**src/rtl/cpuf_pkg.sv**
```systemverilog
// Shared constants, operation codes and carriers of the core register set
`default_nettype none

package cpuf_pkg;

  // Flag positions in the processor status byte
  localparam int BIT_C = 0;  // Carry
  localparam int BIT_Z = 1;  // Zero
  localparam int BIT_I = 2;  // Interrupt disable
  localparam int BIT_D = 3;  // Decimal mode
  localparam int BIT_B = 4;  // Break, only ever set in a pushed copy
  localparam int BIT_T = 5;  // Memory-to-memory index mode
  localparam int BIT_V = 6;  // Overflow
  localparam int BIT_N = 7;  // Negative

  // Bit-test copies these operand bits
  localparam int TEST_V_BIT = 6;
  localparam int TEST_N_BIT = 7;

  // Reset values; only the interrupt disable flag is set, all other flags reset clear
  localparam logic [7:0] STATUS_RESET = 8'h04;
  localparam logic [7:0] STACK_RESET = 8'hff;
  localparam logic [15:0] COUNTER_RESET = 16'h0000;

  // Byte masks
  localparam logic [7:0] BREAK_MASK = 8'h10;
  localparam logic [7:0] BYTE_ZERO = 8'h00;
  localparam logic [7:0] BYTE_ONE = 8'h01;
  localparam logic [15:0] WORD_ONE = 16'h0001;

  // Memory-to-memory destination lives in the zero page
  localparam logic [7:0] ZERO_PAGE_HIGH = 8'h00;

  // Decimal correction constants
  localparam logic [4:0] DEC_LIMIT = 5'h09;
  localparam logic [4:0] DEC_FIX_NIB = 5'h06;
  localparam logic [7:0] DEC_FIX_LO = 8'h06;
  localparam logic [7:0] DEC_FIX_HI = 8'h60;

  // Operations presented by the instruction sequencer
  typedef enum logic [5:0] {
    OP_NOP, OP_PC_STEP, OP_JUMP, OP_LOAD_ACC, OP_LOAD_IDX1, OP_LOAD_IDX2, OP_LOAD_STACK,
    OP_ADD, OP_SUB, OP_SHIFT_L, OP_SHIFT_R, OP_ROT_L, OP_ROT_R, OP_BIT_TEST,
    OP_CARRY_SET, OP_CARRY_CLEAR, OP_MASK_ON, OP_MASK_OFF, OP_DECIMAL_ON, OP_DECIMAL_OFF,
    OP_MEM_MODE_ON, OP_MEM_MODE_OFF, OP_OVERFLOW_CLEAR,
    OP_PUSH_ACC, OP_POP_ACC, OP_PUSH_STATUS, OP_POP_STATUS,
    OP_SOFTWARE_BREAK, OP_CALL, OP_RETURN_SUB, OP_RETURN_INT,
    OP_PRODUCT, OP_DIVIDE, OP_WAIT_INT, OP_CLOCK_HALT, OP_FIELD_STORE, OP_FIELD_SHIFT
  } cpuf_op_e;

  // Stack memory port: asynchronous read, write on the clock edge
  typedef struct packed {
    logic [15:0] addr;
    logic [7:0] wrData;
    logic write;
    logic read;
  } cpuf_stack_s;

  // Memory-to-memory result write
  typedef struct packed {
    logic [15:0] addr;
    logic [7:0] data;
    logic write;
  } cpuf_mem_s;

endpackage : cpuf_pkg

`default_nettype wire

```
**src/rtl/cpuf_alu.sv**
```systemverilog
// Eight-bit adder and subtracter with binary and decimal modes
`default_nettype none

module cpuf_alu
  import cpuf_pkg::*;
(
  input wire logic [7:0] opA,  // First operand
  input wire logic [7:0] opB,  // Second operand
  input wire logic carryIn,  // Carry, or inverted borrow when subtracting
  input wire logic subtract,  // High for subtract-with-borrow
  input wire logic decimal,  // High for decimal arithmetic
  output logic [7:0] result,  // Corrected result
  output logic carryOut,  // Carry, or inverted borrow
  output logic overflow  // Signed range exceeded
);

  logic [7:0] bOp;  // Operand B, inverted for subtract
  logic [8:0] binSum;  // Plain binary sum with carry
  logic [4:0] lowSum;  // Low digit work value
  logic [4:0] highSum;  // High digit work value
  logic [4:0] lowDiff;  // Low digit borrow probe

  // Binary path is always formed; decimal paths correct from it or per digit
  always_comb begin
    bOp = subtract ? ~opB : opB;
    binSum = {1'b0, opA} + {1'b0, bOp} + {8'h00, carryIn};
    // Signed overflow: equal input signs, different result sign
    overflow = (opA[7] == bOp[7]) && (binSum[7] != opA[7]);
    lowSum = {1'b0, opA[3:0]} + {1'b0, opB[3:0]} + {4'h0, carryIn};
    lowDiff = {1'b0, opA[3:0]} - {1'b0, opB[3:0]} - {4'h0, ~carryIn};
    highSum = 5'h00;
    result = binSum[7:0];
    carryOut = binSum[8];
    if (decimal && !subtract) begin
      // Digit-wise add with automatic correction above nine
      if (lowSum > DEC_LIMIT) begin
        lowSum = lowSum + DEC_FIX_NIB;
      end
      highSum = {1'b0, opA[7:4]} + {1'b0, opB[7:4]} + {4'h0, lowSum[4]};
      if (highSum > DEC_LIMIT) begin
        highSum = highSum + DEC_FIX_NIB;
      end
      result = {highSum[3:0], lowSum[3:0]};
      carryOut = highSum[4];
    end else if (decimal) begin
      // Subtract in binary, then take six from each digit that borrowed
      if (lowDiff[4]) begin
        result = result - DEC_FIX_LO;
      end
      if (!binSum[8]) begin
        result = result - DEC_FIX_HI;
      end
    end
  end

endmodule : cpuf_alu

`default_nettype wire

```
**src/rtl/cpuf_registers.sv**
```systemverilog
// Programmer-visible registers, status flags and stack sequencing of the core
`default_nettype none

// How it works
// - Eight-bit accumulator holds operands and results.
// - Two index registers; indexed address adds operand.
// - Index mode: first index addresses first operand.
// - Stack pointer gives low stack address byte.
// - Page bit selects stack page zero or one.
// - Sixteen-bit counter from high and low halves.
// - Calls push return address; interrupts also status.
// - Eight-bit status; decimal mode invalidates Z,V,N.
// - Reset sets interrupt disable flag.
// - Carry from adder, shifts and rotates.
// - Zero flag follows zero result.
// - Disable flag blocks all but software break.
// - Accepting interrupt sets disable flag.
// - Decimal flag selects decimal add/subtract only.
// - Live break reads zero; break push carries one.
// - Index mode stores result at first index.
// - Overflow flags signed range beyond +127/-128.
// - Bit test copies bits 6,7 to V,N.
// - Negative flag follows negative result.
// - Dedicated flag set and clear operations.
// - Push and pop of accumulator and status.
// - No field ops; multiply, divide, wait, halt exist.
module cpuf_registers
  import cpuf_pkg::*;
#(
  parameter logic [7:0] STACK_INIT = STACK_RESET,  // Stack pointer after reset
  parameter logic [15:0] COUNTER_INIT = COUNTER_RESET  // Program counter after reset
) (
  input wire logic clk,  // Core clock
  input wire logic rst_b,  // Synchronous reset, active low
  input wire logic opValid,  // Operation request
  input wire cpuf_op_e op,  // Operation to perform
  input wire logic [7:0] operand,  // Immediate or memory data
  input wire logic [15:0] target,  // Jump or call destination
  input wire logic [15:0] operandAddr,  // Base address for indexed modes
  input wire logic idxSel,  // Index select: 0 first, 1 second
  input wire logic [7:0] memAtFirst,  // Memory byte addressed by first index
  input wire logic stackPage,  // Stack page selection bit
  input wire logic [7:0] stackRdData,  // Stack read data, same cycle
  input wire logic irqReq,  // Maskable interrupt request, level
  input wire logic [15:0] vectorAddr,  // Service routine address
  output logic opTaken,  // Request accepted this cycle
  output logic busy,  // Sequencer is stacking or unstacking
  output logic irqAck,  // Interrupt accepted this cycle
  output logic illegalOp,  // Unsupported operation or zero divisor, pulse
  output logic [15:0] indexedAddr,  // Base plus selected index
  output logic [15:0] secondOpAddr,  // Operand address in index mode
  output cpuf_stack_s stackBus,  // Stack memory port
  output cpuf_mem_s memBus,  // Index mode result write
  output logic [7:0] accumulator,  // Accumulator
  output logic [7:0] indexRegFirst,  // First index register
  output logic [7:0] indexRegSecond,  // Second index register
  output logic [7:0] stackIndex,  // Stack pointer
  output logic [7:0] counterHighHalf,  // Program counter high half
  output logic [7:0] counterLowHalf,  // Program counter low half
  output logic [7:0] processorStatus,  // Live status, break bit always zero
  output logic nzvValid,  // Zero, overflow, negative meaningful
  output logic waiting,  // Waiting for an interrupt
  output logic halted  // Clock stopped
);

  typedef enum logic [3:0] {
    ST_IDLE, ST_PUSH_HI, ST_PUSH_LO, ST_PUSH_PS, ST_POP_PS, ST_POP_LO, ST_POP_HI,
    ST_WAIT, ST_HALT
  } cpuf_state_e;

  cpuf_state_e state;  // Sequencer state
  cpuf_state_e next_state;  // Sequencer next state
  logic [15:0] pendingTarget;  // Counter value loaded after stacking
  logic withStatus;  // Stacking also saves status
  logic breakEntry;  // Entry caused by the software break
  logic irqTake;  // Accept a maskable interrupt now
  logic take;  // Accept the requested operation now
  logic tMode;  // Memory-to-memory mode active
  logic [7:0] aluA;  // Adder first operand
  logic [7:0] aluRes;  // Adder result
  logic aluCarry;  // Adder carry out
  logic aluOvf;  // Adder overflow
  logic [7:0] shiftRes;  // Shift or rotate result
  logic shiftCarry;  // Bit shifted out
  logic [15:0] product;  // Accumulator times operand
  logic [15:0] quotient;  // Double byte over operand
  logic [15:0] remainder;  // Remainder of the division
  logic [7:0] flags;  // Stored flags, break kept clear

  // Stack address: pointer in the low byte, page bit in the high byte
  function automatic logic [15:0] stackAddrOf(input logic page, input logic [7:0] ptr);
    stackAddrOf = {7'h00, page, ptr};
  endfunction

  // Zero check used by several flag updates
  function automatic logic isZero(input logic [7:0] value);
    isZero = (value == BYTE_ZERO);
  endfunction

  // The break bit never lives in the stored flags
  assign processorStatus = flags & ~BREAK_MASK;
  assign nzvValid = ~flags[BIT_D];
  assign tMode = flags[BIT_T];
  assign busy = (state != ST_IDLE) && (state != ST_WAIT) && (state != ST_HALT);
  assign waiting = (state == ST_WAIT);
  assign halted = (state == ST_HALT);

  // Interrupts are sampled only between operations; disable flag masks them
  assign irqTake = (state == ST_IDLE) && irqReq && !flags[BIT_I];
  assign take = (state == ST_IDLE) && opValid && !irqTake;
  assign opTaken = take;
  assign irqAck = irqTake;

  // Indexed and memory-to-memory addressing
  assign indexedAddr = operandAddr + {8'h00, idxSel ? indexRegSecond : indexRegFirst};
  assign secondOpAddr = {ZERO_PAGE_HIGH, indexRegFirst};

  // In index mode the first operand is memory at the first index
  assign aluA = tMode ? memAtFirst : accumulator;

  cpuf_alu u_alu (
    .opA(aluA),
    .opB(operand),
    .carryIn(flags[BIT_C]),
    .subtract(op == OP_SUB),
    .decimal(flags[BIT_D]),
    .result(aluRes),
    .carryOut(aluCarry),
    .overflow(aluOvf)
  );

  // Shifts and rotates act on the accumulator
  always_comb begin
    shiftRes = accumulator;
    shiftCarry = flags[BIT_C];
    case (op)
      OP_SHIFT_L: begin
        shiftRes = {accumulator[6:0], 1'b0};
        shiftCarry = accumulator[7];
      end
      OP_SHIFT_R: begin
        shiftRes = {1'b0, accumulator[7:1]};
        shiftCarry = accumulator[0];
      end
      OP_ROT_L: begin
        shiftRes = {accumulator[6:0], flags[BIT_C]};
        shiftCarry = accumulator[7];
      end
      OP_ROT_R: begin
        shiftRes = {flags[BIT_C], accumulator[7:1]};
        shiftCarry = accumulator[0];
      end
      default: begin
        shiftRes = accumulator;
      end
    endcase
  end

  // Multiply and divide; a zero divisor leaves the registers alone
  always_comb begin
    product = {8'h00, accumulator} * {8'h00, operand};
    quotient = {indexRegSecond, accumulator};
    remainder = 16'h0000;
    if (!isZero(operand)) begin
      quotient = {indexRegSecond, accumulator} / {8'h00, operand};
      remainder = {indexRegSecond, accumulator} % {8'h00, operand};
    end
  end

  // Stack port; single-byte pushes and pops finish in their request cycle
  always_comb begin
    stackBus = '0;
    case (state)
      ST_IDLE: begin
        if (take && (op == OP_PUSH_ACC || op == OP_PUSH_STATUS)) begin
          stackBus.addr = stackAddrOf(stackPage, stackIndex);
          stackBus.write = 1'b1;
          // A plain status push never carries the break bit
          stackBus.wrData = (op == OP_PUSH_ACC) ? accumulator : processorStatus;
        end else if (take && (op == OP_POP_ACC || op == OP_POP_STATUS)) begin
          stackBus.addr = stackAddrOf(stackPage, stackIndex + BYTE_ONE);
          stackBus.read = 1'b1;
        end
      end
      ST_PUSH_HI: begin
        stackBus.addr = stackAddrOf(stackPage, stackIndex);
        stackBus.wrData = counterHighHalf;
        stackBus.write = 1'b1;
      end
      ST_PUSH_LO: begin
        stackBus.addr = stackAddrOf(stackPage, stackIndex);
        stackBus.wrData = counterLowHalf;
        stackBus.write = 1'b1;
      end
      ST_PUSH_PS: begin
        stackBus.addr = stackAddrOf(stackPage, stackIndex);
        // Only the copy saved by the software break shows the break bit
        stackBus.wrData = breakEntry ? (processorStatus | BREAK_MASK) : processorStatus;
        stackBus.write = 1'b1;
      end
      ST_POP_PS, ST_POP_LO, ST_POP_HI: begin
        stackBus.addr = stackAddrOf(stackPage, stackIndex + BYTE_ONE);
        stackBus.read = 1'b1;
      end
      default: begin
        stackBus = '0;
      end
    endcase
  end

  // Sequencer next state
  always_comb begin
    next_state = state;
    case (state)
      ST_IDLE: begin
        if (irqTake) begin
          next_state = ST_PUSH_HI;
        end else if (take) begin
          case (op)
            OP_SOFTWARE_BREAK, OP_CALL: next_state = ST_PUSH_HI;
            OP_RETURN_INT: next_state = ST_POP_PS;
            OP_RETURN_SUB: next_state = ST_POP_LO;
            OP_WAIT_INT: next_state = ST_WAIT;
            OP_CLOCK_HALT: next_state = ST_HALT;
            default: next_state = ST_IDLE;
          endcase
        end
      end
      ST_PUSH_HI: next_state = ST_PUSH_LO;
      ST_PUSH_LO: next_state = withStatus ? ST_PUSH_PS : ST_IDLE;
      ST_PUSH_PS: next_state = ST_IDLE;
      ST_POP_PS: next_state = ST_POP_LO;
      ST_POP_LO: next_state = ST_POP_HI;
      ST_POP_HI: next_state = ST_IDLE;
      // Any request wakes the core; a masked one then simply resumes
      ST_WAIT, ST_HALT: next_state = irqReq ? ST_IDLE : state;
      default: next_state = ST_IDLE;
    endcase
  end

  // Sequencer state and the entry kind it is working on
  always_ff @(posedge clk) begin
    if (!rst_b) begin
      state <= ST_IDLE;
      pendingTarget <= COUNTER_RESET;
      withStatus <= 1'b0;
      breakEntry <= 1'b0;
    end else begin
      state <= next_state;
      if (irqTake) begin
        pendingTarget <= vectorAddr;
        withStatus <= 1'b1;
        breakEntry <= 1'b0;
      end else if (take && op == OP_SOFTWARE_BREAK) begin
        // Break is honoured even with the disable flag set
        pendingTarget <= vectorAddr;
        withStatus <= 1'b1;
        breakEntry <= 1'b1;
      end else if (take && op == OP_CALL) begin
        pendingTarget <= target;
        withStatus <= 1'b0;
        breakEntry <= 1'b0;
      end
    end
  end

  // Stack pointer and program counter
  always_ff @(posedge clk) begin
    if (!rst_b) begin
      stackIndex <= STACK_INIT;
      {counterHighHalf, counterLowHalf} <= COUNTER_INIT;
    end else begin
      if (stackBus.write) begin
        stackIndex <= stackIndex - BYTE_ONE;
      end else if (stackBus.read) begin
        stackIndex <= stackIndex + BYTE_ONE;
      end else if (take && op == OP_LOAD_STACK) begin
        stackIndex <= operand;
      end
      if ((state == ST_PUSH_LO && !withStatus) || state == ST_PUSH_PS) begin
        {counterHighHalf, counterLowHalf} <= pendingTarget;
      end else if (state == ST_POP_LO) begin
        counterLowHalf <= stackRdData;
      end else if (state == ST_POP_HI) begin
        counterHighHalf <= stackRdData;
      end else if (take && op == OP_JUMP) begin
        {counterHighHalf, counterLowHalf} <= target;
      end else if (take && op == OP_PC_STEP) begin
        {counterHighHalf, counterLowHalf} <= {counterHighHalf, counterLowHalf} + WORD_ONE;
      end
    end
  end

  // Accumulator and index registers
  always_ff @(posedge clk) begin
    if (!rst_b) begin
      accumulator <= BYTE_ZERO;
      indexRegFirst <= BYTE_ZERO;
      indexRegSecond <= BYTE_ZERO;
    end else if (take) begin
      case (op)
        OP_LOAD_ACC: accumulator <= operand;
        OP_LOAD_IDX1: indexRegFirst <= operand;
        OP_LOAD_IDX2: indexRegSecond <= operand;
        // Index mode sends the result to memory, not the accumulator
        OP_ADD, OP_SUB: accumulator <= tMode ? accumulator : aluRes;
        OP_SHIFT_L, OP_SHIFT_R, OP_ROT_L, OP_ROT_R: accumulator <= shiftRes;
        OP_POP_ACC: accumulator <= stackRdData;
        OP_PRODUCT: {indexRegSecond, accumulator} <= product;
        OP_DIVIDE: begin
          if (!isZero(operand)) begin
            accumulator <= quotient[7:0];
            indexRegSecond <= remainder[7:0];
          end
        end
        default: accumulator <= accumulator;
      endcase
    end
  end

  // Index mode result write and the refusal pulse
  always_ff @(posedge clk) begin
    if (!rst_b) begin
      memBus <= '0;
      illegalOp <= 1'b0;
    end else begin
      memBus.write <= take && tMode && (op == OP_ADD || op == OP_SUB);
      memBus.addr <= secondOpAddr;
      memBus.data <= aluRes;
      // Field operations are absent from this core
      illegalOp <= take && (op == OP_FIELD_STORE || op == OP_FIELD_SHIFT ||
                           (op == OP_DIVIDE && isZero(operand)));
    end
  end

  // Status flags
  always_ff @(posedge clk) begin
    if (!rst_b) begin
      flags <= STATUS_RESET;
    end else if (irqTake) begin
      flags[BIT_I] <= 1'b1;
    end else if (state == ST_POP_PS) begin
      flags <= stackRdData & ~BREAK_MASK;
    end else if (take) begin
      case (op)
        OP_ADD, OP_SUB: begin
          flags[BIT_C] <= aluCarry;
          flags[BIT_V] <= aluOvf;
          flags[BIT_Z] <= isZero(aluRes);
          flags[BIT_N] <= aluRes[7];
        end
        OP_SHIFT_L, OP_SHIFT_R, OP_ROT_L, OP_ROT_R: begin
          flags[BIT_C] <= shiftCarry;
          flags[BIT_Z] <= isZero(shiftRes);
          flags[BIT_N] <= shiftRes[7];
        end
        OP_LOAD_ACC, OP_LOAD_IDX1, OP_LOAD_IDX2: begin
          flags[BIT_Z] <= isZero(operand);
          flags[BIT_N] <= operand[7];
        end
        OP_POP_ACC: begin
          flags[BIT_Z] <= isZero(stackRdData);
          flags[BIT_N] <= stackRdData[7];
        end
        OP_BIT_TEST: begin
          flags[BIT_V] <= operand[TEST_V_BIT];
          flags[BIT_N] <= operand[TEST_N_BIT];
          flags[BIT_Z] <= isZero(accumulator & operand);
        end
        OP_CARRY_SET: flags[BIT_C] <= 1'b1;
        OP_CARRY_CLEAR: flags[BIT_C] <= 1'b0;
        OP_MASK_ON: flags[BIT_I] <= 1'b1;
        OP_MASK_OFF: flags[BIT_I] <= 1'b0;
        OP_DECIMAL_ON: flags[BIT_D] <= 1'b1;
        OP_DECIMAL_OFF: flags[BIT_D] <= 1'b0;
        OP_MEM_MODE_ON: flags[BIT_T] <= 1'b1;
        OP_MEM_MODE_OFF: flags[BIT_T] <= 1'b0;
        OP_OVERFLOW_CLEAR: flags[BIT_V] <= 1'b0;
        OP_POP_STATUS: flags <= stackRdData & ~BREAK_MASK;
        OP_SOFTWARE_BREAK: flags[BIT_I] <= 1'b1;
        default: flags <= flags;
      endcase
    end
  end

endmodule : cpuf_registers

`default_nettype wire

```
**config.mk**
```make
export PLATFORM = sky130hd
export DESIGN_NAME = cpuf_registers
export DESIGN_NICKNAME = d
export VERILOG_FILES = /design/src/rtl/cpuf_pkg.sv /design/src/rtl/cpuf_alu.sv /design/src/rtl/cpuf_registers.sv
export SDC_FILE = /design/constraint.sdc
export NUM_CORES = 1
export LEC_CHECK = 0
export ABC_AREA = 1
export ABC_CLOCK_PERIOD_IN_PS = 29900
export BUFFER_PORTS_ARGS = -buffer_cell sky130_fd_sc_hd__buf_4
export CAP_MARGIN = 10
export CORE_MARGIN = 8
export CORE_UTILIZATION = 35
export DETAILED_ROUTE_END_ITERATION = 10
export PLACE_DENSITY = 0.51
export SLEW_MARGIN = 10
export SYNTH_ARGS = -nofsm -noshare
export SYNTH_HDL_FRONTEND = slang
export SYNTH_HIERARCHICAL = 1
export SYNTH_SLANG_ARGS = --single-unit
```
**constraint.sdc**
```tcl
create_clock -name clk -period 29.9 [get_ports clk]
set_input_delay 5.98 -clock clk [delete_from_list [all_inputs] [get_ports clk]]
set_output_delay 5.98 -clock clk [all_outputs]
set_load 0.1 [all_outputs]
```
# Word level (Yosys, flattened, before mapping)
# Cells that the tools add are included.
# word_totals
register_bits,103
output_inout_bits,146
input_bits,84
# op_classes
muxes,65
n_lt_le_gt_ge,2
reduce_logical,78
bitwise_logic,6
eq_ne,55
n_div,2
n_mul,1
n_addsub,16
# ops
operator,n
$mux 8,28
$eq 6x5->1 const B,16
$mux 16,4
$eq 6x4->1 const B,8
$pmux 16 s3,1
$pmux 8 s6,1
$logic_not 8->1,5
$pmux 9 s4,1
$pmux 8 s4,1
$eq 6x6->1 const B,5
$eq 6x3->1 const B,4
$pmux 4 s6,1
$pmux 8 s3,1
$reduce_bool 4->1,6
$logic_and 1x1->1,20
$mux 5,4
$pmux 4 s5,1
$mux 9,2
$reduce_and 3->1,6
$add 16x1->16 const B,1
$add 16x8->16,1
$div 16x8->16,1
$eq 4x3->1 const B,4
$mod 16x8->16,1
48 further kinds,102

# Logic depth before layout (Yosys ltp)
# Gate-level depths: netlist (run 1).
# logic_depth
word_depth,16
depth_mapped,209
ltp_nobuf,199

# Modules after synthesis
# Netlist (run 1), hierarchy kept.
# by_module_without_submodules
mod,cells_per_inst,n_inst,area_per_inst_um2
cpuf_registers,2368,1,14782.9
cpuf_alu,225,1,1436.4

# Least setup slack after synthesis (run 1)
# Ideal clock, no wire load.
# synth_path
path_type,input-to-reg
from,in operand[0]
to,reg accumulator[0]
stages,197
setup_ps,132
path_buffers,8
slack_ps,-1717
arrival_ps,31485
path_cell_list,inv_1 -> ha_1 -> or2_2 -> nand3_1 -> nand2_1 -> nand2_1 -> inv_1 -> ha_1 -> o21ai_0 -> nand2_1 -> nand2_1 -> nand2_1 -> nand2_1 -> ha_1 -> nand2_1 -> nand3b_1 -> nand2_1 -> nand2_1 -> (+161 left out) -> nor2_2 -> nand3_2 -> buf_6 -> o21ai_2 -> inv_1 -> ha_1 -> a21oi_1 -> o21ai_0 -> a21oi_1 -> o21ai_0 -> a21oi_1 -> o41ai_1 -> a21oi_2 -> nand2_4 -> nand2_1 -> nand2_1 -> nand2_1 -> a21oi_1
# synth_between
elab_chain_len,14
elab_cells_between_ends,28
cone_classes,9 x add/sub; 1 x mul; 1 x div; 1 x order compare; 1 x eq/ne; 12 x mux; 1 x bitwise; 2 x reduce/logical
# synth_lines
element,line_no,rtl
from (decl),cpuf_registers.sv:37,"input wire logic [7:0] operand,"
branches (longest 14 deep; another with $div 16x8->16),n/a,
to (signal assigned),cpuf_registers.sv:302,OP_LOAD_ACC: accumulator <= operand;
to (signal assigned),cpuf_registers.sv:306,"OP_ADD, OP_SUB: accumulator <= tMode ? accumulator : aluRes;"
to (signal assigned),cpuf_registers.sv:307,"OP_SHIFT_L, OP_SHIFT_R, OP_ROT_L, OP_ROT_R: accumulator <= shiftRes;"
to (decl),cpuf_registers.sv:54,"output logic [7:0] accumulator,"
# Parallel ways; which one is timed is not known. The select of a mux whose other input is x is not followed.
# A chain may end at the register's enable or synchronous reset.

# Worst setup path in the final report (run 1)
# layout_path
from,in operand[0]
to,reg indexRegSecond[6]
# layout_between
elab_chain_len,3
elab_cells_between_ends,7
cone_classes,1 x mul; 1 x div; 1 x eq/ne; 2 x mux; 2 x reduce/logical
# layout_lines
element,line_no,rtl
$mod 16x8->16 / $logic_not 8->1 (equally long branches),"cpuf_registers.sv:166, cpuf_registers.sv:97",
$mux 8 / $ne 2x2->1 (equally long branches),n/a,
$pmux 8 s3 / $reduce_and 3->1 (equally long branches),n/a,
to (signal assigned),cpuf_registers.sv:304,OP_LOAD_IDX2: indexRegSecond <= operand;
to (signal assigned),cpuf_registers.sv:309,"OP_PRODUCT: {indexRegSecond, accumulator} <= product;"
to (signal assigned),cpuf_registers.sv:313,indexRegSecond <= remainder[7:0];
to (decl),cpuf_registers.sv:56,"output logic [7:0] indexRegSecond,"
# Several ways; a longest one is shown, not always the timed one. The select of a mux whose other input is x is not followed.

==> results of run 1 <==
-- layer usage --
| metal | up-vias | track usage |
|---|---|---|
| met4 | 4 | 0.0634 |
| met1 | 8525 | 0.305 |
| li1 | 9019 | - |
| met3 | 107 | 0.0392 |
| met5 | - | 0 |
| met2 | 583 | 0.355 |
-- registers in the layout, summed over array words and instances, names as in the netlist, 8 cells and up --
name             flops
indexRegSecond       8
stackIndex           8
pendingTarget       16
counterLowHalf       8
counterHighHalf      8
accumulator          8
indexRegFirst        8
memBus              17
-- worst max-delay path by stage --
stage,startpoint,cells past startpoint,end,slack (ps)
3_5_place_dp,operand[0],190,indexRegSecond[7],-680
4_1_cts,operand[0],192,indexRegSecond[3],8
2_1_floorplan,operand[0],200,accumulator[0],6
5_1_grt,operand[0],196,indexRegSecond[6],-560
6_report,operand[0],192,indexRegSecond[6],950
3_3_place_gp,operand[0],188,indexRegSecond[7],-110
-- worst min-delay path, stage by stage, from the launching register on --
cell and delay, ps:
dfxtp_1 310, nand2_1 60, a31oi_1 70
-- what timing repair did --
item | CTS | global route
pin swaps | 3 | 133
endpoints found under the setup margin | 9 | 10
gates cloned | 1 | 3
buffers inserted | 3 | 66
gates resized for setup | 12 | 266
-- area by class of cell --
type,count,share of cell area
multi-input cells,1959,0.639
repair buffers,365,0.134
flip-flops and latches,95,0.0907
inverters,461,0.0854
well taps,607,0.0362
clock buffers,9,0.0107
clock inverters,7,0.00334
repair inverters,2,0.000537
diodes,1,0.000119
-- metrics by stage --
stage,util,hold slack (ps)
after global routing,0.454,513
after detailed placement,0.410,479
final,0.454,488
after global placement,0.410,480
after floorplan,-,459
after CTS,0.418,488
-- logic make-up after synthesis --
family          after synthesis
flops                        95
xor+xnor                    115
other cells                   1
compound gates              500
simple gates               1095
mux                           6
buf+inv                     564
fa+ha+maj                   217
-- cell usage in the layout (no fill, tap or decap), types with 25 or more instances in the layout --
cell / synthesis / final
a21oi_1: 113 / 97
a31oi_1: 25 / 25
buf_4: 33 / 349
dfxtp_1: 95 / 95
fa_1: 45 / 44
ha_1: 172 / 143
ha_4: 0 / 29
inv_1: 441 / 412
inv_2: 15 / 29
nand2_1: 591 / 525
nand2_2: 31 / 79
nand3_1: 158 / 141
nand3_2: 20 / 27
nor2_1: 182 / 176
nor3_1: 28 / 25
o211ai_1: 44 / 44
o21ai_0: 162 / 138
xnor2_1: 35 / 35
xor2_1: 78 / 77
==> out/metrics.yaml, run 1 <==
clockBufferDepth: 2
min_from: "pendingTarget[2]"
grt_pass1_vias: 17000
ioPinCount: 230
hold-path-endpoint: "counterLowHalf[2]"
synth_common_cells: "nand2_1, inv_1, nor2_1"
path_class: "input port to register"
cts.clk_slew.worst_paths_ps: 80
final-setup-viol-count: 0
worstPathArrival_ps: 29210
yosysWarnings: 6
die-area_um2: 53500
met3_wirelength_um: 4400
async_reset_ff_frac: 0
viasPerCell: 5.20
cp_common_cell: "nand2_2"
ant_nets: 0
hold_buffers: 0
synthSimpleGateAreaFrac: 0.301
insertion_delay_ps: 370
drive_above_1_share: 0.245
avgSynthCellArea_um2: 6.26
synth_edf_count: 0
via_count: 18200
cp.required_ps: 30160
dp_hpwl_um: 50200
gp_congestion: 0.966
crit_family: "simple AND/OR/NAND/NOR gates"
rsz0062_at_grt: "true"
dp_cells: 3416
wl_met2_um: 28800
drv_slew: 0
grt_max_degree: 58
ff_latch_area_um2: 1900
rows: 79
cp_num_buf_inv: 34
grt_first_pass_wirelength_um: 95800
cts_sinks: 95
die_h_um: 231
finalInstanceArea_um2: 21000
hold_depth: 2
synth_top_area_cell: "nand2_1"
cap_viol_max_count: 0
multi_input_area_um2: 13400
synth.most_common_cell: "nand2_1"
synth_mux_area_frac: 0.00417
maxSlewHeadroom: 0.267
drc: 0
outcome: "finished clean"
first_pass_iters: 5
ys_seq_area_frac: 0.117
fmax_mhz: 34.5
drt_iter0_drc: 1488
worst_r2r_endpoint: "indexRegSecond[6]"
min_period_over_period: 0.968
core_um2: 46200
finClkSkew_ps: 9.94
pre_cts_ws_ps: -680
die-width_um: 231
reg2reg_slack_ps: 6120
hold_viol_final: 0
slowest_delay_ps: 370
final_cells: 3506
fin_nets: 3194
antenna_found_initial: 3
synth_top_family_by_area: "simple AND/OR/NAND/NOR gates"
grt_overflow: 0
ys_ff_latch: 95
worst-path-max-fanout: 8
cts_tree: "built"
crit_path_top_delay_cell: "o21ai_1"
highest_layer: "met5"
placed_area_um2: 18900
synth_area_leaders: "nand2_1, ha_1, dfxtp_1"
grt.total_usage: 0.223
startpoint_type: "input port"
synth-compound-area-share: 0.185
cts_root_buffer: "clkbuf_16"
nFillCells: 4877
setup.worst_path.end_class: "register"
synth_flop_cell: "dfxtp_1"
r2r_start: "indexRegSecond[7]"
tns_ps: 0
synthesis.area_um2: 16200
period_minus_slack_ps: 28950
start_util: 0.351
routed_wl_um: 64500
cts_made_buffers: 9
worst_pin_slew_ps: 1100
wl_met1_um: 29500
setup_ws_ps: 948
ff2ff_path_depth: 190
htree_levels: 3
wl_per_cell_um: 18.4
syn_to_final_growth_pct: 29.2
synth-adder-area-share: 0.188
numPortBuffers: 205
ys_types: 64
synth_xor_area_frac: 0.0630
yosysTopAreaCellShare: 0.137
synthCells: 2593
hold_path_class: "register to register"
Power of run 1 is not shown: default switching activity piles up to over one toggle a cycle in this logic, so the estimate is an artifact.
==> run 2, diff against run 1 <==
- ABC_CLOCK_PERIOD_IN_PS: 29900 -> 29400
- PLACE_DENSITY: 0.51 -> 0.49
- clock period: 29.9 -> 29.4 ns (I/O delays scaled with it)
==> run 2 against run 1 <==
Design area is 0.72% higher. Die area stayed put. Final cell count is 0.54% higher. Global-route usage is 0.46 points higher. Via count is 0.19% lower. Register-to-register slack worse by 140 ps. Highest routed layer is now met4. First-iteration DRC count is 5.8% lower. Critical path depth is 7 lower. Routed wire length is 0.29% higher. Clock skew is 6.7 ps higher. Sequential cell count stayed put.
==> out/metrics.yaml, run 2 (same netlist as run 1, synthesis figures left out) <==
grt_pass1_vias: 17000
htree_levels: 3
final-setup-viol-count: 0
final_cell_mix: "nand2_1, inv_1, buf_4"
start_util: 0.351
die-width_um: 231
cts.clk_slew.worst_paths_ps: 80
drv_slew: 0
cp-startpoint: "operand[0]"
dp_cells: 3426
fin_nets: 3213
reg2reg_slack_ps: 5980
cp_common_cell: "nand2_2"
via_count: 18200
wl_met2_um: 28800
min_period_over_period: 0.968
hold_viol_final: 0
routed_wl_um: 64700
gp_congestion: 0.944
nFillCells: 4863
wl_met1_um: 29800
die-area_um2: 53500
crit_family: "compound AO/OA/AOI/OAI gates"
viasPerCell: 5.16
final_common_cell: "nand2_1"
drive_above_1_share: 0.253
r2r_start: "indexRegSecond[7]"
grt_overflow: 0
grt_first_pass_wirelength_um: 97300
largest_register: "memBus"
worst-path-max-fanout: 8
numPortBuffers: 205
cp_num_buf_inv: 28
endpoint: "indexRegSecond[1]"
ioPinCount: 230
crit_path_top_delay_cell: "ha_1"
grt.total_usage: 0.228
highest_layer: "met4"
cts_made_buffers: 9
slowest_delay_ps: 340
syn_to_final_growth_pct: 30.2
antenna_found_initial: 1
wl_per_cell_um: 18.3
setup.worst_path.end_class: "register"
first_pass_iters: 5
cts_sinks: 95
finClkSkew_ps: 16.6
cp.required_ps: 29720
drt_iter0_drc: 1402
ff2ff_path_depth: 183
worstPathArrival_ps: 28770
outcome: "finished clean"
startpoint_type: "input port"
grt_max_degree: 58
worst_r2r_endpoint: "indexRegSecond[1]"
rows: 79
fin_util: 0.457
path_class: "input port to register"
worst_pin_slew_ps: 1260
maxSlewHeadroom: 0.154
top_regs: "memBus (17), pendingTarget (16)"
cp_num_cells: 185
cts_root_buffer: "clkbuf_16"
core_um2: 46200
drc: 0
clockBufferDepth: 2
hold_path_class: "register to register"
period_minus_slack_ps: 28450
cap_viol_max_count: 0
dp_hpwl_um: 50300
rsz0062_at_grt: "true"
fmax_mhz: 35.1
insertion_delay_ps: 380
die_h_um: 231
ant_nets: 0
largest_register_ffs: 17
final_cells: 3525
met3_wirelength_um: 4140
cts_tree: "built"
==> run 2: cell count changes in the layout (fill, tap and decap cells not counted), sizes merged <==
| cell | previous run | this run |
|---|---|---|
| buf | 365 | 382 |
| bufinv | 0 | 1 |
| clkbuf | 9 | 10 |
| clkinv | 9 | 8 |
| clkinvlp | 2 | 1 |
| inv | 459 | 460 |
| nand3 | 181 | 182 |
==> run 2: through the flow <==
| step | hold WS, ps | setup TNS [ps] | cell area, um2 | setup slack [ps] |
|---|---|---|---|---|
| 5_1_grt | 518 | -5580 | 21100 | -639 |
| 2_1_floorplan | 459 | -3.20 | 16700 | -3.20 |
| 4_1_cts | 495 | 0 | 19500 | 18.9 |
| 6_report | 497 | 0 | 21100 | 946 |
| 3_5_place_dp | 485 | -5880 | 19100 | -681 |
| 3_3_place_gp | 487 | -90.8 | 19100 | -72.9 |
==> run 2: what timing repair did <==
action	in CTS	in global routing
pin swaps	6	135
gates cloned	1	5
gates resized for setup	11	234
setup endpoints to repair	9	10
hold buffers	0	0
setup buffers	3	73
==> run 2: final cells by class <==
type,count,area [um2],area share
antenna,1,2.50,0.000119
clock buffer,9,225,0.0107
clock inverter,7,88.8,0.00421
inverter,461,1790,0.0848
multi-input combinational,1960,13400,0.634
sequential,95,1900,0.0901
tap,607,759,0.0360
timing repair buffer,383,2950,0.140
timing repair inverter,2,15.0,0.000711
==> run 2: how the worst min path moves through the flow <==
| stage | start | to | slack [ps] | cells after the start |
|---|---|---|---|---|
| 4_1_cts | withStatus | withStatus | 500 | 2 |
| 3_5_place_dp | withStatus | withStatus | 480 | 2 |
| 5_1_grt | withStatus | withStatus | 520 | 2 |
| 6_report | pendingTarget[2] | counterLowHalf[2] | 500 | 2 |
| 2_1_floorplan | withStatus | withStatus | 460 | 2 |
| 3_3_place_gp | withStatus | withStatus | 490 | 2 |
==> run 2: worst reg2reg max path, delay by kind of cell (launching register included) <==
family / cells / cell delay (ps)
AND/OR/NAND/NOR: 81 / 7790
AO/OA/AOI/OAI: 59 / 8450
flip-flops: 1 / 630
XOR/XNOR: 1 / 150
adder cells (fa/ha/maj): 16 / 4270
buffers and inverters: 26 / 2050
==> run 2: per-layer routing <==
metal	track usage	vias to the layer above
li1	-	9070
met1	0.312	8412
met2	0.373	610
met3	0.0302	111
met4	0.0578	0
met5	0	-
Power of run 2 is left out for the same reason.
